### config.mk
export PLATFORM = sky130hd
export DESIGN_NAME = mscr_regs
export DESIGN_NICKNAME = d
export VERILOG_FILES = /design/src/mscr_pkg.sv /design/src/mscr_regs.sv
export SDC_FILE = /design/constraint.sdc
export NUM_CORES = 1
export LEC_CHECK = 0
export BUFFER_PORTS_ARGS = -buffer_cell sky130_fd_sc_hd__buf_4
export CORE_UTILIZATION = 48
export CTS_CLUSTER_SIZE = 16
export DETAILED_ROUTE_END_ITERATION = 8
export PLACE_DENSITY = 0.79
export SLEW_MARGIN = 20
export SYNTH_ARGS = -nofsm -noshare
export SYNTH_HDL_FRONTEND = slang
export SYNTH_SLANG_ARGS = --single-unit
export TNS_END_PERCENT = 5
### constraint.sdc
create_clock -name aclk -period 2.47 [get_ports aclk]
set_input_delay 0.494 -clock aclk [delete_from_list [all_inputs] [get_ports aclk]]
set_output_delay 0.494 -clock aclk [all_outputs]
set_load 0.01 [all_outputs]
### src/mscr_pkg.sv
/*
 * Package for the metering configuration register slice: offsets, fields,
 * reset values and carrier structs.
 * Assumes byte addresses on a 32-bit AXI4-Lite bus, one register per word.
 */
package mscr_pkg;

    // Printed offsets are not all multiples of four: each is an index
    localparam logic [15:0] IDX_WD_RESTART   = 16'h00e8;
    localparam logic [15:0] IDX_TEST_SEL     = 16'h2000;
    localparam logic [15:0] IDX_SUM_CYCLES   = 16'h2001;
    localparam logic [15:0] IDX_WD_FLAG      = 16'h2002;
    localparam logic [15:0] IDX_REF_CTRL     = 16'h2004;
    localparam logic [15:0] IDX_RSVD_CTRL    = 16'h2005;
    localparam logic [15:0] IDX_SI_REV       = 16'h2006;
    localparam logic [15:0] IDX_SO_CTRL      = 16'h2070;
    localparam logic [15:0] IDX_SO_BEGIN     = 16'h2071;
    localparam logic [15:0] IDX_SO_END       = 16'h2072;
    localparam logic [15:0] IDX_FUSE_SEL     = 16'h20fd;
    localparam logic [15:0] IDX_FUSE_READ    = 16'h20ff;
    localparam int          ADDR_W           = 18;

    // Field positions
    localparam int BIT_WD_RESTART = 7;
    localparam int BIT_WATCHDOG_FLAG_STATUS     = 2;
    localparam int BIT_REF_OUT    = 7;
    localparam int BIT_REF_DIS    = 3;
    localparam int BIT_RDY_EN     = 1;
    localparam int BIT_RDY_POL    = 0;
    localparam int BIT_RSVD       = 7;

    // Fuse select codes
    localparam logic [7:0] FUSE_TEMP = 8'h04;
    localparam logic [7:0] FUSE_BGA  = 8'h05;
    localparam logic [7:0] FUSE_BGB  = 8'h06;

    // Revision value is arbitrary
    localparam logic [7:0] SI_REVISION = 8'h5a;

    // Reset values
    localparam logic [7:0] RST_BYTE = 8'h00;
    // Pin synchroniser rests at the pin's idle (released) level
    localparam logic [1:0] RST_SYNC_IDLE = 2'b11;

    // AXI responses
    localparam logic [1:0] RESP_OKAY   = 2'b00;
    localparam logic [1:0] RESP_SLVERR = 2'b10;

    // Test selector codes
    localparam logic [3:0] TSEL_RTM   = 4'h4;
    localparam logic [3:0] TSEL_CMPLV = 4'h5;
    localparam logic [3:0] TSEL_RXD   = 4'h8;
    localparam logic [3:0] TSEL_MSYNC = 4'h9;
    localparam logic [3:0] TSEL_FAST  = 4'ha;
    localparam logic [3:0] TSEL_PCLK  = 4'hb;
    localparam logic [3:0] TSEL_RTC   = 4'hd;
    localparam logic [3:0] TSEL_CEBSY = 4'he;
    localparam logic [3:0] TSEL_XFBSY = 4'hf;

    // Digital sources for the test output
    typedef struct packed {
        logic realtime_monitor;
        logic comparator_low_voltage_term;
        logic optical_rx;
        logic mux_sync;
        logic fast_clock;
        logic processor_clock;
        logic rtc_clock;
        logic engine_busy;
        logic transfer_busy;
    } mscr_tsrc_t;

    // All register state of the block
    typedef struct packed {
        logic [7:0]  test_sel;
        logic [7:0]  sum_cycles;
        logic        watchdog_flag_status;
        logic [7:0]  ref_ctrl;
        logic [7:0]  rsvd_ctrl;
        logic [7:0]  so_ctrl;
        logic [7:0]  so_begin;
        logic [7:0]  so_end;
        logic [7:0]  fuse_sel;
        logic        wd_restart;
        logic        aw_held;
        logic [15:0] aw_idx;
        logic        w_held;
        logic [31:0] w_data;
        logic [3:0]  w_strb;
        logic        bvalid;
        logic [1:0]  bresp;
        logic        rvalid;
        logic [31:0] rdata;
        logic [1:0]  rresp;
        logic [1:0]  rst_sync;
    } mscr_state_t;

endpackage

### src/mscr_regs.sv
/*
 * Configuration and status register slice of a metering controller:
 * serial-output ready pin, block bounds, sum-cycle count, test selector,
 * trim fuse readout, revision, reference routing and watchdog flags.
 * Assumes an AXI4-Lite master on aclk and asynchronous pin inputs.
 */
// Decided for this implementation: the AXI4-Lite interface to the registers.
`timescale 1ns/1ns

module mscr_regs
    import mscr_pkg::*;
(
    input  wire logic              aclk,
    input  wire logic              aresetn,
    input  wire logic              clk_en,
    input  wire logic [ADDR_W-1:0] s_axi_awaddr,
    input  wire logic [2:0]        s_axi_awprot,
    input  wire logic              s_axi_awvalid,
    output logic                   s_axi_awready,
    input  wire logic [31:0]       s_axi_wdata,
    input  wire logic [3:0]        s_axi_wstrb,
    input  wire logic              s_axi_wvalid,
    output logic                   s_axi_wready,
    output logic [1:0]             s_axi_bresp,
    output logic                   s_axi_bvalid,
    input  wire logic              s_axi_bready,
    input  wire logic [ADDR_W-1:0] s_axi_araddr,
    input  wire logic [2:0]        s_axi_arprot,
    input  wire logic              s_axi_arvalid,
    output logic                   s_axi_arready,
    output logic [31:0]            s_axi_rdata,
    output logic [1:0]             s_axi_rresp,
    output logic                   s_axi_rvalid,
    input  wire logic              s_axi_rready,
    input  wire logic              external_reset_n,
    input  wire logic              watchdog_overflow,
    input  wire logic              serial_out_enable,
    input  wire logic              serial_ready_strobe,
    input  wire logic              segment_drive,
    output logic                   shared_segment_pin,
    input  wire mscr_tsrc_t        test_sources,
    output logic                   test_output_pin,
    input  wire logic [2:0]        temperature_fuse,
    input  wire logic [7:0]        bandgap_fuse_a,
    input  wire logic [7:0]        bandgap_fuse_b,
    output logic                   reference_route,
    output logic                   reference_off,
    output logic [7:0]             block_begin_addr,
    output logic [7:0]             block_end_addr,
    output logic [5:0]             sum_cycle_count,
    output logic                   watchdog_restart_bit
);

    mscr_state_t s_r;
    mscr_state_t s_nxt;
    logic        wr_fire;
    logic        rd_fire;
    logic [15:0] ar_idx;
    logic        ext_rst_n_s;
    logic [7:0]  fuse_value;
    logic        rdy_active;

    // Register index is the byte address over four
    assign ar_idx      = s_axi_araddr[ADDR_W-1:2];
    assign ext_rst_n_s = s_r.rst_sync[1];
    assign wr_fire     = s_r.aw_held && s_r.w_held && !s_r.bvalid;
    assign rd_fire     = s_axi_arvalid && s_axi_arready;

    // Handshakes: each channel accepts once, held until response retires;
    // readies drop while frozen so that no beat is taken and then lost
    assign s_axi_awready = clk_en && !s_r.aw_held && !s_r.bvalid;
    assign s_axi_wready  = clk_en && !s_r.w_held && !s_r.bvalid;
    assign s_axi_arready = clk_en && !s_r.rvalid;
    assign s_axi_bvalid  = s_r.bvalid;
    assign s_axi_bresp   = s_r.bresp;
    assign s_axi_rvalid  = s_r.rvalid;
    assign s_axi_rdata   = s_r.rdata;
    assign s_axi_rresp   = s_r.rresp;

    // Fuse readout follows the last select write
    always_comb begin
        unique case (s_r.fuse_sel)
            FUSE_TEMP: fuse_value = {5'h00, temperature_fuse};
            FUSE_BGA:  fuse_value = bandgap_fuse_a;
            FUSE_BGB:  fuse_value = bandgap_fuse_b;
            default:   fuse_value = 8'h00;
        endcase
    end

    // Pin and control outputs
    assign rdy_active = s_r.so_ctrl[BIT_RDY_EN] && serial_out_enable;
    always_comb begin
        if (rdy_active) begin
            shared_segment_pin = serial_ready_strobe ^ s_r.so_ctrl[BIT_RDY_POL];
        end else begin
            shared_segment_pin = segment_drive;
        end
    end
    assign reference_off   = s_r.ref_ctrl[BIT_REF_DIS];
    assign reference_route = s_r.ref_ctrl[BIT_REF_OUT] && !s_r.ref_ctrl[BIT_REF_DIS];
    assign block_begin_addr = s_r.so_begin;
    assign block_end_addr   = s_r.so_end;
    assign sum_cycle_count  = s_r.sum_cycles[5:0];
    assign watchdog_restart_bit = s_r.wd_restart;

    // Test output selector; analog and reserved codes read low here
    always_comb begin
        unique case (s_r.test_sel[3:0])
            TSEL_RTM:   test_output_pin = test_sources.realtime_monitor;
            TSEL_CMPLV: test_output_pin = test_sources.comparator_low_voltage_term;
            TSEL_RXD:   test_output_pin = test_sources.optical_rx;
            TSEL_MSYNC: test_output_pin = test_sources.mux_sync;
            TSEL_FAST:  test_output_pin = test_sources.fast_clock;
            TSEL_PCLK:  test_output_pin = test_sources.processor_clock;
            TSEL_RTC:   test_output_pin = test_sources.rtc_clock;
            TSEL_CEBSY: test_output_pin = test_sources.engine_busy;
            TSEL_XFBSY: test_output_pin = test_sources.transfer_busy;
            default:    test_output_pin = 1'b0;
        endcase
    end

    // Next-state logic: bus channels, register writes, flag set/clear
    always_comb begin
        logic [7:0] wb;
        logic       hit;
        logic [7:0] rb;
        wb    = 8'h00;
        hit   = 1'b0;
        rb    = 8'h00;
        s_nxt = s_r;
        s_nxt.rst_sync   = {s_r.rst_sync[0], external_reset_n};
        s_nxt.wd_restart = 1'b0;
        if (s_axi_awvalid && s_axi_awready) begin
            s_nxt.aw_held = 1'b1;
            s_nxt.aw_idx  = s_axi_awaddr[ADDR_W-1:2];
        end
        if (s_axi_wvalid && s_axi_wready) begin
            s_nxt.w_held = 1'b1;
            s_nxt.w_data = s_axi_wdata;
            s_nxt.w_strb = s_axi_wstrb;
        end
        if (s_r.bvalid && s_axi_bready) begin
            s_nxt.bvalid = 1'b0;
        end
        if (wr_fire) begin
            // Only the low byte lane carries register data
            wb  = s_r.w_data[7:0];
            hit = 1'b1;
            s_nxt.aw_held = 1'b0;
            s_nxt.w_held  = 1'b0;
            s_nxt.bvalid  = 1'b1;
            if (s_r.w_strb[0]) begin
                unique case (s_r.aw_idx)
                    IDX_WD_RESTART: s_nxt.wd_restart = wb[BIT_WD_RESTART];
                    IDX_TEST_SEL:   s_nxt.test_sel   = {4'h0, wb[3:0]};
                    IDX_SUM_CYCLES: s_nxt.sum_cycles = {2'b00, wb[5:0]};
                    IDX_WD_FLAG:    begin
                        if (!wb[BIT_WATCHDOG_FLAG_STATUS]) begin
                            s_nxt.watchdog_flag_status = 1'b0;
                        end
                    end
                    IDX_REF_CTRL:   s_nxt.ref_ctrl  = wb & 8'h88;
                    IDX_RSVD_CTRL:  s_nxt.rsvd_ctrl = wb & 8'h80;
                    IDX_SO_CTRL:    s_nxt.so_ctrl   = wb & 8'h03;
                    IDX_SO_BEGIN:   s_nxt.so_begin  = wb;
                    IDX_SO_END:     s_nxt.so_end    = wb;
                    IDX_FUSE_SEL:   s_nxt.fuse_sel  = wb;
                    IDX_SI_REV, IDX_FUSE_READ: hit  = 1'b1;
                    default:        hit = 1'b0;
                endcase
            end else begin
                // No low lane: answer as the same write with data would
                hit = s_r.aw_idx inside {IDX_WD_RESTART, IDX_TEST_SEL, IDX_SUM_CYCLES,
                    IDX_WD_FLAG, IDX_REF_CTRL, IDX_RSVD_CTRL, IDX_SI_REV, IDX_SO_CTRL,
                    IDX_SO_BEGIN, IDX_SO_END, IDX_FUSE_SEL, IDX_FUSE_READ};
            end
            s_nxt.bresp = hit ? RESP_OKAY : RESP_SLVERR;
        end
        // Overflow set wins over software clear; external reset clears
        if (watchdog_overflow) begin
            s_nxt.watchdog_flag_status = 1'b1;
        end
        if (!ext_rst_n_s) begin
            s_nxt.watchdog_flag_status = 1'b0;
        end
        if (s_r.rvalid && s_axi_rready) begin
            s_nxt.rvalid = 1'b0;
        end
        if (rd_fire) begin
            hit = 1'b1;
            unique case (ar_idx)
                IDX_TEST_SEL:   rb = s_r.test_sel;
                IDX_SUM_CYCLES: rb = s_r.sum_cycles;
                IDX_WD_FLAG:    rb = {5'h00, s_r.watchdog_flag_status, 2'b00};
                IDX_REF_CTRL:   rb = s_r.ref_ctrl;
                IDX_RSVD_CTRL:  rb = s_r.rsvd_ctrl;
                IDX_SI_REV:     rb = SI_REVISION;
                IDX_SO_CTRL:    rb = s_r.so_ctrl;
                IDX_SO_BEGIN:   rb = s_r.so_begin;
                IDX_SO_END:     rb = s_r.so_end;
                IDX_FUSE_READ:  rb = fuse_value;
                IDX_WD_RESTART, IDX_FUSE_SEL: rb = 8'h00;
                default:        hit = 1'b0;
            endcase
            s_nxt.rvalid = 1'b1;
            s_nxt.rdata  = {24'h00_0000, rb};
            s_nxt.rresp  = hit ? RESP_OKAY : RESP_SLVERR;
        end
    end

    // Single state register; the overflow flag survives system reset
    // because it lives in the battery-backed domain
    always_ff @(posedge aclk) begin
        if (!aresetn) begin
            s_r <= '{test_sel: RST_BYTE, sum_cycles: RST_BYTE, watchdog_flag_status: s_r.watchdog_flag_status,
                     ref_ctrl: RST_BYTE, rsvd_ctrl: RST_BYTE, so_ctrl: RST_BYTE,
                     so_begin: RST_BYTE, so_end: RST_BYTE, fuse_sel: RST_BYTE,
                     rst_sync: RST_SYNC_IDLE, default: '0};
        end else if (clk_en) begin
            s_r <= s_nxt;
        end
    end

    // Assertions
    a_ready_pin_mux: assert property (@(posedge aclk) disable iff (!aresetn)
        rdy_active |-> shared_segment_pin == (serial_ready_strobe ^ s_r.so_ctrl[0]))
        else $error("ready strobe not on segment pin");
    a_ready_polarity: assert property (@(posedge aclk) disable iff (!aresetn)
        (rdy_active && s_r.so_ctrl[0]) |-> shared_segment_pin != serial_ready_strobe)
        else $error("ready polarity wrong");
    a_ref_route_gate: assert property (@(posedge aclk) disable iff (!aresetn)
        s_r.ref_ctrl[3] |-> !reference_route && reference_off)
        else $error("reference routed while disabled");
    a_ovf_flag_set: assert property (@(posedge aclk) disable iff (!aresetn)
        (clk_en && watchdog_overflow && ext_rst_n_s) |=> s_r.watchdog_flag_status)
        else $error("overflow flag not set");
    a_ovf_ext_clear: assert property (@(posedge aclk) disable iff (!aresetn)
        (clk_en && !ext_rst_n_s) |=> !s_r.watchdog_flag_status)
        else $error("overflow flag not cleared by reset pin");
    a_fuse_bgb_read: assert property (@(posedge aclk) disable iff (!aresetn)
        (rd_fire && clk_en && ar_idx == IDX_FUSE_READ && s_r.fuse_sel == FUSE_BGB)
        |=> s_axi_rdata[7:0] == $past(bandgap_fuse_b))
        else $error("fuse readout mismatch");
    a_revision_read: assert property (@(posedge aclk) disable iff (!aresetn)
        (rd_fire && clk_en && ar_idx == IDX_SI_REV) |=> s_axi_rdata == 32'h0000_005a)
        else $error("revision read wrong");
    a_wd_restart_pulse: assert property (@(posedge aclk) disable iff (!aresetn)
        (clk_en && watchdog_restart_bit) |=> !watchdog_restart_bit)
        else $error("restart not one pulse");
    a_test_sel_rtc: assert property (@(posedge aclk) disable iff (!aresetn)
        s_r.test_sel[3:0] == TSEL_RTC |-> test_output_pin == test_sources.rtc_clock)
        else $error("test selector routing wrong");

endmodule // mscr_regs

# Word level (Yosys, flattened, before mapping)
# Cells that the tools add are included.
[op_classes]
add_sub_neg = 0
mul = 0
n_shift = 0
n_reduce_logical = 43
n_eq_ne = 40
magnitude_cmp = 0
bitwise = 1
n_mux = 30
div = 0
[ops]
columns = ["operator", "count"]
rows = [
  ["16-bit by 14-bit == test with 1-bit output (second input constant)", 22],
  ["8-bit case mux with 10 select lines", 1],
  ["51-bit 2-to-1 mux", 1],
  ["50-bit 2-to-1 mux", 1],
  ["8-bit 2-to-1 mux", 5],
  ["37-bit 2-to-1 mux", 1],
  ["35-bit 2-to-1 mux", 1],
  ["16-bit by 8-bit == test with 1-bit output (second input constant)", 2],
  ["4-bit AND reduction", 8],
  ["4-bit == test (second input constant)", 7],
  ["8-bit by 3-bit == test with 1-bit output (second input constant)", 3],
  ["8-bit case mux with 3 select lines", 1],
  ["12-bit OR reduction", 2],
  ["17-bit 2-to-1 mux", 1],
  ["2-bit AND reduction", 8],
  ["1-bit logical AND", 14],
  ["1-bit 2-to-1 mux", 13],
  ["12-bit nonzero test", 1],
  ["3-bit by 2-bit != test with 1-bit output (second input constant)", 3],
  ["1-bit case mux with 9 select lines", 1],
  ["4-bit by 3-bit == test with 1-bit output (second input constant)", 2],
  ["2-bit nonzero test", 4],
  ["2-bit 2-to-1 mux", 3],
  ["6-bit AND reduction", 1],
  ["other kinds (4)", 8],
]
[word_totals]
rom_bits = 0
in_bits = 119
ff_bits = 111
ramBits = 0
output_inout_bits = 68
n_memories = 0
latchBits = 0

# Longest topological paths before layout
# Gate-level depths: netlist of the first run.
[logic_depth]
ltp_word = 7
mapped_depth = 7
depth_no_buf = 5

# Least setup slack after synthesis of the first run
# Ideal clock, no wire load.
[synth_timing]
kind = "input-to-reg"
start = "in clk_en"
end = "reg s_r[96] (netlist name)"
setup_slack_ns = 0.327
required_ns = 2.342
n_path_buf = 2
path_stages = 7
arrival_time_ns = 2.015
setup_ns = 0.128
path_cell_list = "nand2b_4 or4b_4 buf_6 or4_4 buf_6 mux2i_1 nor2_1"
[synth_between]
elab_chain_len = 1
[synth_lines]
columns = ["item", "line_no", "text"]
rows = [
  ["from (decl)", "mscr_regs.sv:15", "input wire logic clk_en,"],
  ["4-bit AND reduction (no source line)", "n/a", ""],
  ["to (signal assigned)", "mscr_regs.sv:215", "s_r <= '{test_sel: RST_BYTE, sum_cycles: RST_BYTE, watchdog_flag_status: s_r.watchdog_flag_status,"],
  ["to (signal assigned)", "mscr_regs.sv:220", "s_r <= s_nxt;"],
  ["to (decl)", "mscr_regs.sv:54", "mscr_state_t s_r;"],
]
# Every way passes these cells.
# A chain may end at the register's enable or synchronous reset.

# Worst setup path in the final report of the first run
[layout_timing]
start = "reg s_r[154] (netlist name)"
end = "out test_output_pin"
[layout_between]
elab_chain_len = 2
elab_cells_between_ends = 10
cone_classes = "eq/ne (9); mux (1)"
[layout_lines]
columns = ["item", "line_no", "text"]
rows = [
  ["4-bit == test / 4-bit by 3-bit == test with 1-bit output (equally long branches)", "mscr_regs.sv:108", "unique case (s_r.test_sel[3:0])"],
  ["1-bit case mux with 9 select lines (*)", "mscr_regs.sv:108", ""],
  ["to (decl)", "mscr_regs.sv:42", "output logic test_output_pin,"],
]
# Every way passes the cells marked *; elsewhere a longest branch is shown, timed or not.

==> impl_metrics.yaml, run 1 <==
die:
  dieHeight_um: 98.1
  io_pins: 187
  initial_core_util_pct: 50.1
  coreArea_mm2: 0.00885
  die_x_um: 98.1
  std_cell_rows: 34
  die_area_mm2: 0.00963
setup_path:
  cp_max_fo: 8
  crit_type: "reg2out"
  critPathRequiredTime_ns: 1.98
  r2r-start: "s_r[96]$_SDFFE_PN0P_"
  crit_end: "test_output_pin"
  cp-startpoint: "s_r[154]$_SDFFE_PN0P_"
  r2r_setup_slack_ns: 0.26
  r2r_end: "s_axi_rdata[7]$_SDFFE_PN0P_"
  start_kind: "flop"
  crit_arrival_ns: 1.79
  r2r_cells: 5
  crit_path_end_kind: "output port"
route:
  vias: 4110
  routedWlPerCell_um: 16.4
  ant_nets: 0
  vias_per_cell: 5.52
  dr.first_iter.drc_count: 208
  drc: 11
  routed_wl_mm: 12.2
  dr.pass1.iters: 7
clock_network:
  h-tree-depth: 3
  cts_tree: "built"
  numCtsBuffers: 9
  cts.sinks: 82
  cts_setup_buffers: 0
  clock_latency_ns: 0.35
  clkTransAtPathRegs_ns: 0.08
  root_buffer: "clkbuf_8"
  clk_path_buf_depth: 2
placed_design:
  dp_cells: 729
  gp_congestion: 0.902
  io_buffer_count: 123
  post-dp-hpwl_mm: 9.51
layout:
  fin_nets: 751
  stdcell_count: 744
  diodes: 0
  utilization_pct: 61.0
  drive_above_1_share_pct: 26.7
  syn2layout_area_growth_pct: 21.7
grt:
  grt_pass1_wl_mm: 19.7
  grt_overflow: 0
  grt_pass1_vias: 3890
  antenna_found_initial: 0
  grt.total_usage_pct: 25.8
  grt_max_degree: 64
logic_synthesis:
  synth-seq-cells: 82
  synth_area_leaders: "dfxtp_1, buf_4, mux2i_1"
  ys_dominant_reg_cell: "dfxtp_1"
  synth_enable_flop_cells: 1
  ys.warnings.count: 0
  syn_area_per_cell_um2: 8.25
  synth_top_area_share_pct: 36.5
  syn_area_mm2: 0.00444
  syn_inst: 538
  yosysSeqAreaShare_pct: 37.2
  synth_top_cell_by_area: "dfxtp_1"
  ys_async_sr_fraction_pct: 0
  synthDistinctLibCells: 56
sta:
  period_needed_ns: 2.28
  finalHoldViolCount: 0
  worst_pin_slew_ns: 0.904
  period_share_pct: 92.3
  setup_violations: 0
  slew_headroom_pct: 38.2
  max_freq_mhz: 438
  slew_viol_final: 0
  fin_skew_ns: 0.0140
  setup-tns-final_ns: 0
  hold_slack_ns: 0.365
  rsz0062_at_grt: "no"
power_and_ir_drop:
  powerDensity_mw_per_mm2: 489
  ir_drop_uv: 384
  fin_total_pwr_mw: 2.64
  leakage_nw: 2.31
outcome:
  outcome: "complete, but fails checks"
  violations: "design-rule violations"
flow_run:
  cap_violations: 0
hold_path:
  hp-class: "in2reg"
## cells in the final DEF, fill, tap and decap left out, types with 2 or more instances in the layout
cell type / instances
mux2_2: 3
clkbuf_8: 9
o41ai_1: 4
a22o_1: 6
a31oi_1: 2
and3_1: 2
o31ai_1: 3
mux2i_1: 43
o211ai_1: 3
and4_1: 2
nand2_1: 90
nand2b_1: 3
a22oi_1: 8
nand3_1: 4
nor4b_1: 2
or3_1: 2
dfxtp_1: 80
conb_1: 26
buf_4: 143
nor3_1: 15
o21ai_0: 8
nor2b_1: 8
nor2_1: 54
inv_1: 3
and2_1: 3
nand3b_1: 2
clkbuf_1: 2
nor4_1: 8
nor3b_1: 3
a221oi_1: 11
nand4_1: 8
or4_1: 3
a211oi_1: 4
nand4b_1: 4
a21oi_1: 39
## worst max-delay path, cell delays in order (launching register included)
cell      delay (ns)
dfxtp_2         0.41
mux2_2          0.35
a22o_1          0.23
a211oi_1        0.23
a21oi_1         0.07
buf_4           0.15
## flip-flops by register name, summed over array words and instances, names as in the netlist
signal	count
ext_rst_n_s	1
s_axi_rresp	1
sum_cycle_count	6
reference_off	1
s_axi_rvalid	1
s_axi_bvalid	1
block_begin_addr	8
watchdog_restart_bit	1
s_r	44
s_nxt	1
block_end_addr	8
s_axi_bresp	1
s_axi_rdata	8
## per-stage QoR
step	cell area (um2)	setup WS (ns)
3_3_place_gp	5200	0.208
3_5_place_dp	5200	0.164
4_1_cts	5390	0.0698
2_1_floorplan	4530	0.327
5_1_grt	5400	0.0726
6_report	5400	0.189
## cells in the mapped netlist, types with 2 or more instances
cell type and count:
a211oi_1 4, a21oi_1 39, a221oi_1 11, a22o_1 6, a22oi_1 8, a31oi_1 2
and2_1 3, and3_1 2, and4_1 2, buf_4 58, buf_6 2, clkbuf_1 24
dfxtp_1 81, inv_1 4, mux2_2 3, mux2i_1 43, nand2_1 90, nand2b_1 3
nand3_1 4, nand3b_1 2, nand4_1 8, nand4b_1 4, nor2_1 54, nor2b_1 8
nor3_1 15, nor3b_1 3, nor4_1 8, nor4b_1 2, o211ai_1 3, o21ai_0 8
o31ai_1 3, o41ai_1 4, or3_1 2, or4_1 3
## layer usage
layer / global-route usage [%] / up-vias / wire, um
met4: 7.46 / 0 / 188
met1: 35.2 / 1941 / 5790
met5: 0 / - / 0
met3: 4.72 / 17 / 569
met2: 41.7 / 136 / 5690
li1: - / 2016 / -
## how the worst min path moves through the flow
stage | from | endpoint | slack, ns | cells past startpoint
2_1_floorplan | s_axi_bresp[1]$_SDFFE_PN0P_ | s_axi_bresp[1]$_SDFFE_PN0P_ | 0.43 | 2
3_3_place_gp | s_axi_bresp[1]$_SDFFE_PN0P_ | s_axi_bresp[1]$_SDFFE_PN0P_ | 0.45 | 2
3_5_place_dp | s_axi_bresp[1]$_SDFFE_PN0P_ | s_axi_bresp[1]$_SDFFE_PN0P_ | 0.46 | 2
4_1_cts | external_reset_n | s_nxt[1]$_SDFFE_PN1P_ | 0.35 | 3
5_1_grt | external_reset_n | s_nxt[1]$_SDFFE_PN1P_ | 0.36 | 3
6_report | external_reset_n | s_nxt[1]$_SDFFE_PN1P_ | 0.36 | 3
## logic make-up after synthesis
family          after synthesis  share of synthesized area [%]
other cells                   1                         0.0845
xor+xnor                      1                          0.197
buf+inv                      90                           12.9
compound gates               95                           14.3
mux                          46                           10.5
simple gates                223                           24.9
flops                        82                           37.2
## where the power goes
part / switching [mW] / leakage (nW) / total, mW / internal, mW
clock: 0.481 / 0.0938 / 0.948 / 0.467
sequential: 0.0334 / 0.666 / 1.38 / 1.35
combinational: 0.157 / 1.55 / 0.309 / 0.151
## repair_timing
item                                    in CTS  in global routing
gates resized for setup                      0                  2
endpoints found under the setup margin       0                  3
hold buffers                                 0                  0
## cell type report
cell class	instances	area, um2
Fill cell	806	3450
Multi-Input combinational cell	391	2320
Sequential cell	82	1650
Timing Repair Buffer	144	1090
Tap cell	108	135
Clock buffer	11	131
Clock inverter	4	52.6
Inverter	4	15.0
(Power assumes the default switching activity.)
==> inputs of run 2 (changes only) <==
- ABC_AREA: default -> 1
- CORE_UTILIZATION: 48 -> 49
- PLACE_DENSITY: 0.79 -> 0.8
==> run 2 against run 1 <==
Against the previous run:
- the run still ends with design-rule violations left
- wire length shrank 2.7%
- utilization grew 0.24 points
- global-route usage shrank 0.29 points
- area after synthesis grew 2.1%
- clock skew shrank 0.0043 ns
- sequential share of layout area shrank 0.14 points
- worst setup slack gained 0.18 ns
- total power grew 5.7%
- register-to-register slack gained 0.33 ns
- critical path type unchanged
- critical endpoint unchanged
- highest routed layer unchanged
==> impl_metrics.yaml, run 2 <==
setup_path:
  start_kind: "flop"
  cp_max_fo: 5
  crit_arrival_ns: 1.60
  critPathRequiredTime_ns: 1.98
  crit_type: "reg2out"
  crit_path_end_kind: "output port"
logic_synthesis:
  ys_async_sr_fraction_pct: 0
  synth_area_leaders: "dfxtp_1, nor2_1, buf_4"
  ys.warnings.count: 0
  synth_enable_flop_cells: 1
  syn_area_mm2: 0.00453
  yosysMostFrequentCell: "nor2_1"
  synth_top_area_share_pct: 35.8
  synth_common_cells: "nor2_1, nand2_1, dfxtp_1, nand3_1, o21ai_0"
  synth_top_cell_by_area: "dfxtp_1"
  syn_area_per_cell_um2: 6.66
  synthDistinctLibCells: 36
  ys_dominant_reg_cell: "dfxtp_1"
  syn_inst: 680
  yosysSeqAreaShare_pct: 36.5
  synth-seq-cells: 82
grt:
  antenna_found_initial: 0
  grt_overflow: 0
  grt_pass1_vias: 4283
  grt_max_degree: 45
  grt.total_usage_pct: 25.5
  grt_pass1_wl_mm: 19.6
sta:
  setup-tns-final_ns: 0
  period_needed_ns: 2.10
  period_share_pct: 84.9
  setup_violations: 0
  fin_skew_ns: 0.00965
  rsz0062_at_grt: "no"
  finalHoldViolCount: 0
  slew_headroom_pct: 64.6
  max_freq_mhz: 477
  worst_pin_slew_ns: 0.526
  slew_viol_final: 0
  hold_slack_ns: 0.355
layout:
  drive_above_1_share_pct: 21.0
  syn2layout_area_growth_pct: 19.7
  multi_input_area_mm2: 0.00219
  final_common_cell: "nor2_1"
  fillers: 812
  largest_register_ffs: 44
  layout_common_cells: "nor2_1, buf_4, nand2_1"
  diodes: 0
  fin_nets: 887
  top_register: "s_r"
  seqCellArea_mm2: 0.00165
clock_network:
  h-tree-depth: 3
  cts_tree: "built"
  numCtsBuffers: 9
  cts.sinks: 82
  hold_buffers: 0
  cts_setup_buffers: 0
  clkTransAtPathRegs_ns: 0.09
  cts.repair.resized: 0
  root_buffer: "clkbuf_8"
  clk_path_buf_depth: 2
  clock_latency_ns: 0.36
placed_design:
  io_buffer_count: 123
  post-dp-hpwl_mm: 9.23
  gp_congestion: 0.968
die:
  die_x_um: 98.1
  dieHeight_um: 98.1
  coreArea_mm2: 0.00885
  io_pins: 187
  die_area_mm2: 0.00963
  initial_core_util_pct: 51.2
  std_cell_rows: 34
outcome:
  outcome: "complete, but fails checks"
  violations: "design-rule violations"
route:
  ant_nets: 0
  vias: 4602
  vias_per_cell: 5.22
  routed_wl_mm: 11.9
  drc: 17
  dr.first_iter.drc_count: 224
  routedWlPerCell_um: 13.5
  dr.pass1.iters: 9
flow_run:
  cap_violations: 0
power_and_ir_drop:
  powerDensity_mw_per_mm2: 515
  ir_drop_uv: 255
  leakage_nw: 2.46
hold_path:
  hp-class: "in2reg"
==> run 2: worst paths after layout <==
check	from	end	slack (ns)	cells past startpoint
hold / removal	external_reset_n	s_nxt[1]$_SDFFE_PN1P_	0.35	3
hold reg to reg	s_axi_rdata[0]$_SDFFE_PN0P_	s_axi_rdata[0]$_SDFFE_PN0P_	0.47	2
setup / recovery	s_r[155]$_SDFFE_PN0P_	test_output_pin	0.37	9
setup reg to reg	s_r[82]$_SDFFE_PN0P_	block_end_addr[3]$_SDFFE_PN0P_	0.59	7
==> run 2: cell families after synthesis <==
logic type	Yosys count	synth area share [%]
AO/OA/AOI/OAI	127	14.7
XOR/XNOR	1	0.193
buffers and inverters	142	17.2
flip-flops	82	36.5
other	1	0.0828
AND/OR/NAND/NOR	327	31.4
==> run 2: stage by stage <==
step	utilization (%)	total power [mW]	std cells	worst slack (ns)	area, um2
6_report	61.3	2.79	881	0.373	5420
5_1_grt	61.3	2.89	881	0.241	5420
4_1_cts	61.3	2.80	881	0.388	5420
3_5_place_dp	58.8	1.75	865	0.433	5200
3_3_place_gp	58.8	1.74	865	0.465	5200
2_1_floorplan	-	1.62	705	0.890	4620
==> run 2: layer usage <==
layer | part of all wire (%) | track usage [%] | up-vias
met1 | 41 | 30.6 | 2055
met4 | 3.7 | 14.1 | 0
met2 | 48 | 43.8 | 196
met3 | 6.8 | 3.72 | 37
met5 | 0 | 0 | -
li1 | - | - | 2314
==> run 2: area by class of cell <==
class,instances,share of cell area [%]
multi-input combinational,481,40.4
clock inverter,3,0.808
inverter,64,4.52
clock buffer,13,3.30
timing repair buffer,130,18.0
sequential,82,30.5
tap,108,2.49
==> run 2: worst max-delay path, stage by stage (launching register included) <==
cell and delay, ns:
dfxtp_1 0.40, inv_1 0.07, nor2_1 0.20, nand2_1 0.11, nand2_1 0.08, nand3_1 0.06, nand2_1 0.08, a21oi_1 0.05
nand3_1 0.08, buf_4 0.12
==> run 2: where the power goes <==
| group | total (mW) | switching, mW | internal [mW] |
|---|---|---|---|
| combinational | 0.317 | 0.174 | 0.143 |
| clock | 1.07 | 0.492 | 0.580 |
| sequential | 1.40 | 0.0409 | 1.36 |
| total | 2.79 | 0.707 | 2.09 |
==> inputs of run 3 (changes only) <==
- ABC_AREA: 1 -> 0
- CORE_UTILIZATION: 49 -> 48
- PLACE_DENSITY: 0.8 -> 0.79
- clock period: 2.47 -> 2 ns (I/O delays scaled with it)
==> run 3 against run 2 <==
Against the previous run:
- the flow finishes with violations (design-rule violations, negative setup slack)
- critical path depth down 4
- sequential cell count unchanged
- sequential share of layout area down 1.5 points
- design area up 5.7%
- worst hold slack worse by 0.086 ns
- count of clock-buffer cells in the layout down 3
- clock power up 23%
- worst setup slack worse by 0.44 ns
- total power up 23%
- largest power group unchanged
- combinational power up 33%
==> impl_metrics.yaml, run 3 (synthesis results as in run 1) <==
outcome:
  outcome: "complete, but fails checks"
  violations: "design-rule violations, negative setup slack"
grt:
  grt_util_met3_pct: 4.22
  use_met2_pct: 44.9
  grtUsageMet1_pct: 35.5
  grt.total_usage_pct: 26.8
  grt_overflow: 0
  grt_pass1_vias: 4063
  grt_max_degree: 64
  antenna_found_initial: 0
  top_usage_layer: "met2"
  grt_pass1_wl_mm: 20.4
sta:
  timing.final.ws_setup_ns: -0.0675
  hold_slack_ns: 0.269
  period_needed_ns: 2.07
  setup_violations: 9
  period_share_pct: 103
  slew_viol_final: 0
  finalHoldViolCount: 0
  fin_skew_ns: 0.00643
  slew_headroom_pct: 63.9
  worst_pin_slew_ns: 0.538
  rsz0062_at_grt: "yes"
  max_freq_mhz: 484
layout:
  largest_register_ffs: 44
  final_common_cell: "buf_4"
  diodes: 0
  top_register: "s_r"
  syn2layout_area_growth_pct: 29.2
  fin_nets: 784
  fillers: 779
  layout_common_cells: "buf_4, nand2_1, dfxtp_1"
  drive_above_1_share_pct: 32.4
hold_path:
  hold_path_depth: 3
  hp-class: "in2reg"
clock_network:
  clkTransAtPathRegs_ns: 0.08
  cts.sinks: 82
  clk_path_buf_depth: 2
  numCtsBuffers: 9
  clock_latency_ns: 0.35
  h-tree-depth: 3
  root_buffer: "clkbuf_8"
  cts_tree: "built"
setup_path:
  cp.depth: 5
  critPathTopFamily: "simple AND/OR/NAND/NOR gates"
  cp-startpoint: "s_r[93]$_SDFFE_PN0P_"
  cp_max_fo: 8
  crit_arrival_ns: 2.30
  crit_path_end_kind: "flop"
  r2r-start: "s_r[93]$_SDFFE_PN0P_"
  crit_end: "s_r[99]$_SDFFE_PN0P_"
  crit_path_cell_trace: "nand3_2 -> or4b_4 -> or4_4 -> mux2i_1 -> nor2_1"
  r2r_setup_slack_ns: -0.07
  path_buf_inv: 0
  cp_slowest_stage_delay_ns: 0.67
  r2r_cells: 5
  start_kind: "flop"
  critPathRequiredTime_ns: 2.23
  crit_type: "reg2reg"
  r2r_end: "s_r[99]$_SDFFE_PN0P_"
  crit_slowest_cell: "or4_4"
placed_design:
  place_ws_ns: -0.160
  gp_congestion: 0.883
  io_buffer_count: 123
  post-dp-hpwl_mm: 9.80
die:
  io_pins: 187
  coreArea_mm2: 0.00885
  dieHeight_um: 98.1
  die_area_mm2: 0.00963
  std_cell_rows: 34
  die_x_um: 98.1
  initial_core_util_pct: 50.1
route:
  vias: 4321
  dr.pass1.iters: 9
  ant_nets: 0
  vias_per_cell: 5.55
  dr.first_iter.drc_count: 212
  drc: 6
  routed_wl_mm: 12.7
  routedWlPerCell_um: 16.4
power_and_ir_drop:
  ir_drop_uv: 469
  powerDensity_mw_per_mm2: 602
  leakage_nw: 2.51
flow_run:
  cap_violations: 0
-- run 3: changes by cell type in the layout (fill, tap and decap cells not counted), sizes merged, moves of 6 or more --
cell	change
nor2	-82
nand3	-69
o21ai	-63
inv	-56
buf	+47
mux2i	+43
a221oi	+11
a22oi	+8
nor2b	+8
nor3	+7
a21oi	-6
nand2	-6
-- run 3: cell type report --
type	instances	area [um2]	share of cell area, %
Tap cell	108	135	2.36
Sequential cell	82	1660	29.0
Multi-Input combinational cell	391	2350	41.0
Clock buffer	10	128	2.23
Clock inverter	6	88.8	1.55
Timing Repair Buffer	177	1350	23.6
Inverter	4	15.0	0.262
-- run 3: per-stage QoR --
| step | TNS, ns | cell area (um2) | cells | power [mW] | util, % |
|---|---|---|---|---|---|
| 6_report | -0.300 | 5730 | 778 | 3.45 | 64.8 |
| 5_1_grt | -0.728 | 5730 | 778 | 3.59 | 64.8 |
| 2_1_floorplan | -0.245 | 4540 | 563 | 1.95 | - |
| 3_3_place_gp | -0.631 | 5430 | 758 | 2.14 | 61.3 |
| 4_1_cts | -0.216 | 5700 | 778 | 3.45 | 64.4 |
| 3_5_place_dp | -1.23 | 5430 | 758 | 2.15 | 61.3 |
-- run 3: worst min-delay path by stage --
stage | from | end
3_3_place_gp | s_axi_bresp[1]$_SDFFE_PN0P_ | s_axi_bresp[1]$_SDFFE_PN0P_
4_1_cts | external_reset_n | s_nxt[1]$_SDFFE_PN1P_
2_1_floorplan | s_axi_bresp[1]$_SDFFE_PN0P_ | s_axi_bresp[1]$_SDFFE_PN0P_
5_1_grt | s_axi_awaddr[13] | s_r[88]$_SDFFE_PN0P_
3_5_place_dp | s_axi_bresp[1]$_SDFFE_PN0P_ | s_axi_bresp[1]$_SDFFE_PN0P_
6_report | external_reset_n | s_nxt[1]$_SDFFE_PN1P_
-- run 3: timing repair --
item                                   in CTS  in global routing
pin swaps                                   6                  4
hold buffers                                0                  0
endpoints found under the hold margin       0                  0
setup endpoints to repair                  24                 33
gates cloned                                0                  0
gates resized for setup                     7                  8
buffers inserted                            4                  0
-- run 3: power by group --
group / total (mW) / internal (mW) / leakage, nW / switching [mW]
combinational: 0.422 / 0.215 / 1.74 / 0.207
clock: 1.32 / 0.706 / 0.103 / 0.612
sequential: 1.71 / 1.67 / 0.668 / 0.0399
-- run 3: worst register-to-register path, stage by stage (launching register included) --
cell and delay, ns:
dfxtp_2 0.38, nand3_2 0.09, or4b_4 0.53, or4_4 0.67, mux2i_1 0.21, nor2_1 0.07
-- run 3: per-layer routing --
metal,part of all wire (%),up-vias
li1,-,2076
met1,43,2056
met2,49,176
met3,6.3,13
met4,1.2,0
met5,0,-
